==> src/include/adcseq_pkg.sv <==
// Summary of operation
// - Converter runs only while enable bit set
// - Writing go while enabled starts conversion
// - Completion clears go, flags done, loads result
// - Early go clear stores partial, extended result
// - Reset clears registers, stops any conversion
// - Sleep conversion only with dedicated RC clock
// - RC clock delays start one instruction cycle
// - Sleep completion with interrupt enabled wakes
// - Sleep completion, interrupt off: power down
// - Other clock: sleep aborts, powers down
// - Compare trigger while enabled sets go, clears timer
package adcseq_pkg;
    // ==================================================
    // Register offsets
    localparam logic [3:0] CTRL0_OFFSET   = 4'h0;
    localparam logic [3:0] CTRL1_OFFSET   = 4'h1;
    localparam logic [3:0] RES_HI_OFFSET  = 4'h2;
    localparam logic [3:0] RES_LO_OFFSET  = 4'h3;
    localparam logic [3:0] STATUS_OFFSET  = 4'h4;
    localparam logic [3:0] MASK_OFFSET    = 4'h5;
    // ==================================================
    // Field positions
    localparam int ON_BIT       = 0;
    localparam int GO_BIT       = 1;
    localparam int CLKSEL_BIT   = 0;
    localparam int DONE_BIT     = 0;
    localparam int ABORT_BIT    = 1;
    // ==================================================
    // Reset values
    localparam logic [7:0] CTRL_RESET  = 8'h00;
    localparam logic [7:0] MASK_RESET  = 8'h00;
    // ==================================================
    // Timing
    localparam int RESULT_BITS     = 10;
    localparam int BIT_CYCLES      = 4;
    localparam int INSTR_TIME_NS   = 16;
    localparam int CLK_PERIOD_NS   = 4;
    localparam int INSTR_CYCLES    = INSTR_TIME_NS / CLK_PERIOD_NS;
    localparam logic [3:0] BIT_CNT_MAX   = 4'(BIT_CYCLES - 1);
    localparam logic [3:0] INSTR_CNT_MAX = 4'(INSTR_CYCLES - 1);
    typedef enum logic [1:0] {
        ADCSEQ_IDLE,
        ADCSEQ_DELAY,
        ADCSEQ_CONV
    } adcseq_state_type;
endpackage

==> src/rtl/adcseq_sar.sv <==
// SAR approximation register; partial results extend the last resolved bit
module adcseq_sar (
    input  wire logic        clk,
    input  wire logic        arst_n,
    input  wire logic        clear,
    input  wire logic        step,
    input  wire logic        comp_in,
    output logic [9:0]       sar_reg,
    output logic [3:0]       idx_reg
);
    always_ff @(posedge clk or negedge arst_n) begin
        if (!arst_n) begin
            sar_reg <= 10'h000;
            idx_reg <= 4'h0;
        end else if (clear) begin
            sar_reg <= 10'h000;
            idx_reg <= 4'h0;
        end else if (step && idx_reg < 4'hA) begin
            sar_reg[4'(9) - idx_reg] <= comp_in;
            idx_reg <= idx_reg + 4'h1;
        end
    end
endmodule // adcseq_sar

==> src/rtl/adcseq_fill.sv <==
// Combinational fill of unresolved bits with the last resolved bit
module adcseq_fill (
    input  wire logic [9:0]  sar,
    input  wire logic [3:0]  idx,
    output logic [9:0]       filled
);
    always_comb begin
        filled = sar;
        for (int i = 0; i < 10; i++) begin
            if (idx != 4'h0 && (9 - i) >= int'(idx))
                filled[i] = sar[4'(10) - idx];
        end
    end
endmodule // adcseq_fill

==> src/rtl/adcseq_top.sv <==
module adcseq_top (
    input  wire logic        clk,
    input  wire logic        arst_n,
    input  wire logic [3:0]  addr,
    input  wire logic [7:0]  wdata,
    input  wire logic        wr,
    input  wire logic        rd,
    output logic [7:0]       rdata,
    input  wire logic        comp_in,
    input  wire logic        compare_unit_four_trigger,
    input  wire logic        sleep_req,
    output logic             timer_clear,
    output logic             wake,
    output logic             analog_powered,
    output logic             irq
);
    // ==================================================
    // State and registers
    adcseq_pkg::adcseq_state_type state_reg;
    logic        converter_on_reg;
    logic        go_reg;
    logic        rc_clk_sel_reg;
    logic [7:0]  result_high_byte_reg;
    logic [7:0]  result_low_byte_reg;
    logic        conversion_done_flag_reg;
    logic        abort_flag_reg;
    logic [1:0]  mask_reg;
    logic [3:0]  cnt_reg;
    logic        powered_down_reg;
    logic [7:0]  rdata_reg;
    logic [9:0]  sar;
    logic [3:0]  idx;
    logic [9:0]  filled;
    logic        ctrl_wr;
    logic        sw_go;
    logic        sw_stop;
    logic        step;
    logic        finish;
    logic        abort_now;
    logic        sar_clear;
    logic        stat_rd;
    logic        done_set;
    logic        abort_set;

    assign ctrl_wr  = wr && addr == adcseq_pkg::CTRL0_OFFSET;
    assign stat_rd  = rd && addr == adcseq_pkg::STATUS_OFFSET;
    // Go only honoured while the converter is on
    assign sw_go    = ctrl_wr && wdata[adcseq_pkg::GO_BIT] && wdata[adcseq_pkg::ON_BIT]
                      && converter_on_reg;
    assign sw_stop  = ctrl_wr && !wdata[adcseq_pkg::GO_BIT] && go_reg;
    // Without the RC clock, sleep kills the conversion
    // A start still pending when sleep comes is dropped as well
    assign abort_now = sleep_req && !rc_clk_sel_reg && go_reg;
    assign step     = state_reg == adcseq_pkg::ADCSEQ_CONV && cnt_reg == adcseq_pkg::BIT_CNT_MAX;
    assign finish   = step && idx == 4'(adcseq_pkg::RESULT_BITS - 1);
    assign sar_clear = state_reg == adcseq_pkg::ADCSEQ_IDLE;
    assign done_set = finish || (sw_stop && state_reg == adcseq_pkg::ADCSEQ_CONV);

    assign abort_set = abort_now;

    adcseq_sar u_sar (
        .clk     (clk),
        .arst_n  (arst_n),
        .clear   (sar_clear),
        .step    (step),
        .comp_in (comp_in),
        .sar_reg (sar),
        .idx_reg (idx)
    );

    adcseq_fill u_fill (
        .sar    (sar),
        .idx    (idx),
        .filled (filled)
    );

    // ==================================================
    // Control register
    always_ff @(posedge clk or negedge arst_n) begin
        if (!arst_n) begin
            converter_on_reg <= adcseq_pkg::CTRL_RESET[adcseq_pkg::ON_BIT];
            rc_clk_sel_reg   <= adcseq_pkg::CTRL_RESET[adcseq_pkg::CLKSEL_BIT];
        end else begin
            if (ctrl_wr)
                converter_on_reg <= wdata[adcseq_pkg::ON_BIT];
            if (wr && addr == adcseq_pkg::CTRL1_OFFSET)
                rc_clk_sel_reg <= wdata[adcseq_pkg::CLKSEL_BIT];
        end
    end

    // ==================================================
    // Go flag: hardware start, software stop, hardware clear on end
    always_ff @(posedge clk or negedge arst_n) begin
        if (!arst_n) begin
            go_reg <= 1'b0;
        end else if (finish || abort_now || (ctrl_wr && !wdata[adcseq_pkg::ON_BIT])) begin
            go_reg <= 1'b0;
        end else if (compare_unit_four_trigger && converter_on_reg) begin
            go_reg <= 1'b1;
        end else if (ctrl_wr) begin
            go_reg <= sw_go;
        end
    end

    // Timer restarts together with the triggered start
    assign timer_clear = compare_unit_four_trigger && converter_on_reg;

    // ==================================================
    // Sequencer
    always_ff @(posedge clk or negedge arst_n) begin
        if (!arst_n) begin
            state_reg <= adcseq_pkg::ADCSEQ_IDLE;
            cnt_reg   <= 4'h0;
        end else begin
            case (state_reg)
                adcseq_pkg::ADCSEQ_IDLE: begin
                    cnt_reg <= 4'h0;
                    if (go_reg && !powered_down_reg) begin
                        // Extra instruction lets a sleep instruction run first
                        state_reg <= rc_clk_sel_reg ? adcseq_pkg::ADCSEQ_DELAY
                                                    : adcseq_pkg::ADCSEQ_CONV;
                    end
                end
                adcseq_pkg::ADCSEQ_DELAY: begin
                    cnt_reg <= cnt_reg + 4'h1;
                    if (!go_reg || abort_now) begin
                        state_reg <= adcseq_pkg::ADCSEQ_IDLE;
                    end else if (cnt_reg == adcseq_pkg::INSTR_CNT_MAX) begin
                        state_reg <= adcseq_pkg::ADCSEQ_CONV;
                        cnt_reg   <= 4'h0;
                    end
                end
                adcseq_pkg::ADCSEQ_CONV: begin
                    cnt_reg <= (cnt_reg == adcseq_pkg::BIT_CNT_MAX) ? 4'h0 : cnt_reg + 4'h1;
                    if (finish || !go_reg || abort_now)
                        state_reg <= adcseq_pkg::ADCSEQ_IDLE;
                end
                default: state_reg <= adcseq_pkg::ADCSEQ_IDLE;
            endcase
        end
    end

    // ==================================================
    // Result bytes, right justified
    always_ff @(posedge clk or negedge arst_n) begin
        if (!arst_n) begin
            result_high_byte_reg <= 8'h00;
            result_low_byte_reg  <= 8'h00;
        end else if (finish) begin
            result_high_byte_reg <= {6'h00, sar[9:8]};
            result_low_byte_reg  <= {sar[7:1], comp_in};
        end else if (done_set) begin
            result_high_byte_reg <= {6'h00, filled[9:8]};
            result_low_byte_reg  <= filled[7:0];
        end
    end

    // ==================================================
    // Sleep power handling
    always_ff @(posedge clk or negedge arst_n) begin
        if (!arst_n) begin
            powered_down_reg <= 1'b0;
        end else if (!sleep_req) begin
            powered_down_reg <= 1'b0;
        end else if (!rc_clk_sel_reg) begin
            // Without the RC clock the analog side goes dark on entering sleep
            powered_down_reg <= 1'b1;
        end else if (!converter_on_reg) begin
            powered_down_reg <= 1'b0;
        end else if (finish && !mask_reg[adcseq_pkg::DONE_BIT]) begin
            // Enable bit keeps reading set while analog side is off
            powered_down_reg <= 1'b1;
        end
    end

    assign analog_powered = converter_on_reg && !powered_down_reg;
    assign wake = sleep_req && conversion_done_flag_reg && mask_reg[adcseq_pkg::DONE_BIT];

    // ==================================================
    // Sticky status, cleared by reading; set wins over clear
    always_ff @(posedge clk or negedge arst_n) begin
        if (!arst_n) begin
            conversion_done_flag_reg <= 1'b0;
            abort_flag_reg           <= 1'b0;
        end else begin
            conversion_done_flag_reg <= done_set || (conversion_done_flag_reg && !stat_rd);
            abort_flag_reg           <= abort_set || (abort_flag_reg && !stat_rd);
        end
    end

    always_ff @(posedge clk or negedge arst_n) begin
        if (!arst_n)
            mask_reg <= adcseq_pkg::MASK_RESET[1:0];
        else if (wr && addr == adcseq_pkg::MASK_OFFSET)
            mask_reg <= wdata[1:0];
    end

    assign irq = |({abort_flag_reg, conversion_done_flag_reg} & mask_reg);

    // ==================================================
    // Read data, valid the cycle after the strobe
    always_ff @(posedge clk or negedge arst_n) begin
        if (!arst_n) begin
            rdata_reg <= 8'h00;
        end else if (rd) begin
            case (addr)
                adcseq_pkg::CTRL0_OFFSET:  rdata_reg <= {6'h00, go_reg, converter_on_reg};
                adcseq_pkg::CTRL1_OFFSET:  rdata_reg <= {7'h00, rc_clk_sel_reg};
                adcseq_pkg::RES_HI_OFFSET: rdata_reg <= result_high_byte_reg;
                adcseq_pkg::RES_LO_OFFSET: rdata_reg <= result_low_byte_reg;
                adcseq_pkg::STATUS_OFFSET: rdata_reg <= {6'h00, abort_flag_reg,
                                                         conversion_done_flag_reg};
                adcseq_pkg::MASK_OFFSET:   rdata_reg <= {6'h00, mask_reg};
                default:                   rdata_reg <= 8'h00;
            endcase
        end else begin
            rdata_reg <= 8'h00;
        end
    end

    assign rdata = rdata_reg;
endmodule // adcseq_top

==> config.mk <==
export PLATFORM = sky130hd
export DESIGN_NAME = adcseq_top
export DESIGN_NICKNAME = d
export VERILOG_FILES = /design/src/include/adcseq_pkg.sv /design/src/rtl/adcseq_sar.sv /design/src/rtl/adcseq_fill.sv /design/src/rtl/adcseq_top.sv
export SDC_FILE = /design/constraint.sdc
export NUM_CORES = 1
export LEC_CHECK = 0
export ABC_AREA = 1
export BUFFER_PORTS_ARGS = -buffer_cell sky130_fd_sc_hd__buf_2
export CORE_MARGIN = 4
export CORE_UTILIZATION = 35
export DETAILED_ROUTE_END_ITERATION = 6
export HOLD_SLACK_MARGIN = 0.03
export SLEW_MARGIN = 10
export SYNTH_ARGS = -nofsm -noshare
export SYNTH_HDL_FRONTEND = slang
export SYNTH_HIERARCHICAL = 1
export SYNTH_SLANG_ARGS = --single-unit
==> constraint.sdc <==
create_clock -name clk -period 1.7 [get_ports clk]
set_input_delay 0.425 -clock clk [delete_from_list [all_inputs] [get_ports clk]]
set_output_delay 0.425 -clock clk [all_outputs]
set_load 0.005 [all_outputs]
# Word level (Yosys, flattened, before mapping)
# Index checks and enable logic that the tools add are counted.
# op_classes
add_sub_neg	4
eq_ne	13
reduce_logical	59
bitwise_logic	1
order_cmp	14
muxes	41
# op_table
operator	count
8-bit one-hot mux with 6 select lines	1
8-bit two-way mux	5
1-bit logical AND	35
10-bit two-way mux	2
1-bit two-way mux	19
3-bit by 4-bit >= comparator with 1-bit output (first input constant)	4
4-bit two-way mux	4
4-bit by 2-bit equality test with 1-bit output (second input constant)	3
4-bit one-hot mux with 3 select lines	1
10-bit bitwise mux	1
4-bit by 5-bit < comparator with 1-bit output (second input constant)	2
2-bit two-way mux	5
4-bit by 1-bit adder with 4-bit output (second input constant)	2
4-bit by 3-bit equality test with 1-bit output (second input constant)	2
1-bit by 4-bit >= comparator with 1-bit output (first input constant)	2
2-bit by 4-bit >= comparator with 1-bit output (first input constant)	2
4-bit >= comparator (first input constant)	2
1-bit logical OR	8
4-bit subtractor (first input constant)	2
1-bit logical NOT	7
2-bit one-hot mux with 3 select lines	1
3-bit nonzero test	2
1-bit binary-select mux with 4-bit select	1
1-bit demux with 4-bit select	1
16 further kinds	18
# word_totals
output_inout_bits	12
wordCells	146
input_bits	19
regBits	52

# Logic depth before layout (Yosys ltp)
# depth
depth_word	8
depth_mapped	13
depth_no_buf	13

# By module
# The synthesis kept the hierarchy.
# modules_own_cells
module	area_each_um2	cells_each	n_inst	seq_area_each_um2
adcseq_top	1845.5	253	1	800.8
adcseq_sar	870.8	123	1	350.3
adcseq_fill	436.7	91	1	0.0

# Worst setup path after synthesis
# No wires, ideal clock.
# synth_timing
kind	flip-flop to flip-flop
start	register u_sar.idx_reg[0]
end	register result_low_byte_reg[0]
synth_period_minus_slack_ns	1.701
path_stages_with_launch	14
setup_ns	0.065
required_time_ns	1.635
setup_slack_ns	-0.001
arrival_time_ns	1.636
n_path_buf	0
cell_sequence	dfrtp_1 > inv_2 > ha_1 > inv_1 > nand3_1 > nand3_1 > nand3_2 > nand2_4 > nand2_1 > nand2_1 > nand2_1 > nand2_1 > nand2_1 > nand2_1
# synth_between
elab_chain_cells	6
word_cells_on_any_way	13
classes_between	1 x add/sub; 1 x order compare; 1 x eq/ne; 5 x mux; 5 x reduce/logical
# synth_rtl
element	line	text
from (decl)	adcseq_sar.sv:9	output logic [3:0] idx_reg
from (signal assigned)	adcseq_sar.sv:20	idx_reg <= idx_reg + 4'h1;
4-bit subtractor	adcseq_fill.sv:11	filled[i] = sar[4'(10) - idx];
1-bit binary-select mux with 4-bit select	adcseq_fill.sv:11	
1-bit two-way mux (implied by the code)	adcseq_fill.sv:11	
1-bit two-way mux *	adcseq_fill.sv:10	if (idx != 4'h0 && (9 - i) >= int'(idx))
net filled[0]	adcseq_top.sv:33	logic [9:0] filled;
8-bit two-way mux *	adcseq_top.sv:152	end else if (done_set) begin
8-bit two-way mux *	adcseq_top.sv:149	end else if (finish) begin
to (signal assigned)	adcseq_top.sv:151	result_low_byte_reg <= {sar[7:1], comp_in};
to (signal assigned)	adcseq_top.sv:154	result_low_byte_reg <= filled[7:0];
to (decl)	adcseq_top.sv:24	logic [7:0] result_low_byte_reg;
# Mark *: on every way through the listed nets, which the timed path passes. The rest lies on a longest branch. The select of a mux whose other input is x is not followed.
# A chain may end at the register's enable or synchronous reset.

# Final worst setup path
# layout_timing
start	register u_sar.idx_reg[0]
end	register result_low_byte_reg[3]
# Same word-level chain as after synthesis.

==> results by group <==
Run status
  • Status: complete, no violations

Global route
  • Gr usage total: 14.7%
  • Largest net degree at the start of global routing: 47
  • Initial antenna violation count: 0
  • Congestion Overflow GR: 0
  • Vias in the first global route: 2743
  • First-pass GRT wire length: 12500 um

Layout
  • Multi-input logic area: 1880 um^2
  • Layout cells sized above 1: 22.7%
  • Diode count: 0
  • Max reg flops: 10
  • Area growth, synth to finish: 20.9%
  • Register Area: 1150 um^2
  • Layout fillers: 917
  • Final Non-Filler Cells: 619
  • # nets final: 545

Yosys
  • Post-synth EDFFs: 0
  • Syn avg cell area: 6.75 um^2
  • Yosys reg bits: 46
  • Asr flop ratio synth: 100%
  • Area leader, netlist: dfrtp_1
  • Synth Flop Type: dfrtp_1
  • Post-Syn Area: 3150 um^2
  • Post-synthesis sequential area ratio: 36.5%
  • Top cells by area, synth: dfrtp_1 (37%), nand2_1 (17%), inv_1 (8.3%)
  • Most frequent cells after synthesis: nand2_1 (144), inv_1 (70), nor2_1 (68), dfrtp_1 (46), nand3_1 (43)
  • Most frequent cell after synthesis: nand2_1
  • Synth cell types: 29
  • Ys Warns: 6
  • Net Count, Synth: 501
  • Post-synth top area share: 36.5%
  • Syn Inst Count: 467

Critical path
  • Crit Path Class: reg -> reg
  • CP delay by family, top: simple AND/OR/NAND/NOR gates
  • CP peak stage delay: 0.46 ns
  • Critical path buffers and inverters: 0
  • Cell mode on critical path: nand2_1
  • Critical path endpoint category: flip-flop
  • Worst path cell trace: ha_2 > xnor2_4 > nand3_2 > nand3_4 > nand2_2 > nand2_1 > nand2_1 > nand2_1 > nand2_1 > nand2_1 > nand2_1
  • Worst path slowest cell: dfrtp_2
  • CP max FO: 4
  • CP arrival: 1.85 ns
  • CP Launch Type: flip-flop
  • Worst EP required: 1.88 ns

Timing
  • Worst-Margin Slew: 0.387 ns
  • Final worst path period share: 98.2%
  • Clock Skews: 0.0109 ns
  • Fmax: 599 MHz
  • Setup violators final: 0
  • Hold Fails Final Rpt: 0
  • Worst rel slew slack: 73.9%
  • RSZ-0062 raised after global routing: yes
  • Post-route setup TNS: 0 ns
  • Min Tclk post-route: 1.67 ns
  • Final-report max-slew violation count: 0

Placement
  • Routability cong.: 0.858
  • Post-DP HPWL: 5500 um
  • Dpl cells: 607
  • IO buf count: 24

Die
  • Die Ht: 103 um
  • Die Area: 10600 um^2
  • Chip width: 103 um
  • Ports: 31
  • Cell Rows: 34
  • Core area: 8760 um^2
  • Effective utilization at floorplan: 36.0%

Clock network
  • Maximum buffer depth of the clock tree: 2
  • CTS sink cnt: 46
  • Root buffer cell: clkbuf_8
  • Clock transition at path regs: 0.09 ns
  • CTS H-Tree Depth: 2
  • Hold buffers post-CTS: 0
  • TritonCTS clock tree: done
  • Num CTS Buffers: 5
  • Worst skew pair latency: 0.29 ns

Power
  • Peak supply drop: 307 uV
  • Cell Pwr Density: 699 nW/um^2
  • Leakage: 0.00200 uW

Detailed routing
  • Initial DRC Count: 82
  • Vias per cell: 4.79
  • Post-Route WL: 7580 um
  • Vias: 2967
  • DRC viols: 0
  • Wire per inst: 12.3 um
  • First-pass iteration count of the detailed router: 4
  • Number of routed nets with antenna violations: 0

Run
  • Total of max-cap violations: 0

Worst hold path
  • Min-Delay Path Class: in -> async
[cells by family (layout without fill, tap and decap cells)]
| kind of cell | Yosys count | after routing | synth area share, % |
|---|---|---|---|
| adders and majority gates | 15 | 15 | 5.95 |
| xor gates and xnor gates | 3 | 3 | 0.833 |
| AOI/OAI and AO/OA | 32 | 32 | 5.52 |
| buffers and inverters | 82 | 124 | 10.6 |
| and+or+nand+nor | 289 | 291 | 40.6 |
| DFF | 46 | 46 | 36.5 |
[through the flow]
stage	util (%)	instance area (um^2)	power [uW]	hold slack [ns]	setup WS [ns]
finish	43.5	3810	2660	0.0934	0.0305
global route	43.5	3810	2870	0.118	-0.0888
CTS	40.9	3580	2680	0.107	-0.0100
detailed placement	39.7	3480	2030	0.431	-0.102
global placement	39.7	3480	2010	0.431	-0.00351
floorplan	-	3150	1770	0.129	0.0187
[power breakdown]
group | leakage [uW] | total [uW] | internal (uW) | switching [uW]
clock | 0.0000438 | 636 | 277 | 359
combinational | 0.00134 | 746 | 258 | 488
sequential | 0.000612 | 1280 | 1190 | 94.6
[routing by layer]
| layer | GRT usage, % | vias to the layer above | wire length [um] |
|---|---|---|---|
| met2 | 25.2 | 55 | 3720 |
| met1 | 19.1 | 1370 | 3500 |
| met4 | 4.18 | 0 | 96 |
| met5 | 0 | - | 0 |
| li1 | - | 1533 | - |
| met3 | 2.23 | 9 | 268 |
[cell type report]
cell class                      count  area share [%]
Tap cell                          108            3.55
Timing Repair Buffer               41            6.93
Sequential cell                    46            30.3
Multi-Input combinational cell    341            49.3
Clock buffer                        5            1.81
Clock inverter                      2           0.263
Inverter                           76            7.88
[what timing repair did]
action | 4_1_cts | 5_1_grt
cloned | 0 | 2
buffers inserted | 0 | 3
pin swaps | 0 | 11
endpoints found under the hold margin | 0 | 0
resized for setup | 4 | 52
setup endpoints to repair | 9 | 22
[cell usage in the layout, fill, tap and decap left out, drive strengths merged]
master / instances
xnor2: 1
nor3: 11
o22ai: 1
o21a: 1
a21oi: 11
nand4: 2
ha: 15
dfrtp: 46
xor2: 2
nand3: 50
or2: 3
clkinv: 2
nand3b: 1
buf: 41
nor2: 73
inv: 76
clkbuf: 5
o21ai: 18
nand2: 151
o211ai: 1
[path summary, 6_finish.rpt]
kind / cells past startpoint / to / slack, ns / start
worst max-delay path: 11 / result_low_byte_reg[3] / 0.03 / u_sar/idx_reg[0]
min in group clk: 3 / mask_reg[0] / 0.37 / wdata[0]
worst max register to register: 11 / result_low_byte_reg[3] / 0.03 / u_sar/idx_reg[0]
worst min register to register: 2 / rdata[2] / 0.50 / result_low_byte_reg[2]
worst min-delay path: 2 / abort_flag_reg / 0.09 / arst_n
max in group asynchronous: 2 / u_sar/idx_reg[0] / 1.36 / arst_n
(Power assumes the default switching activity.)
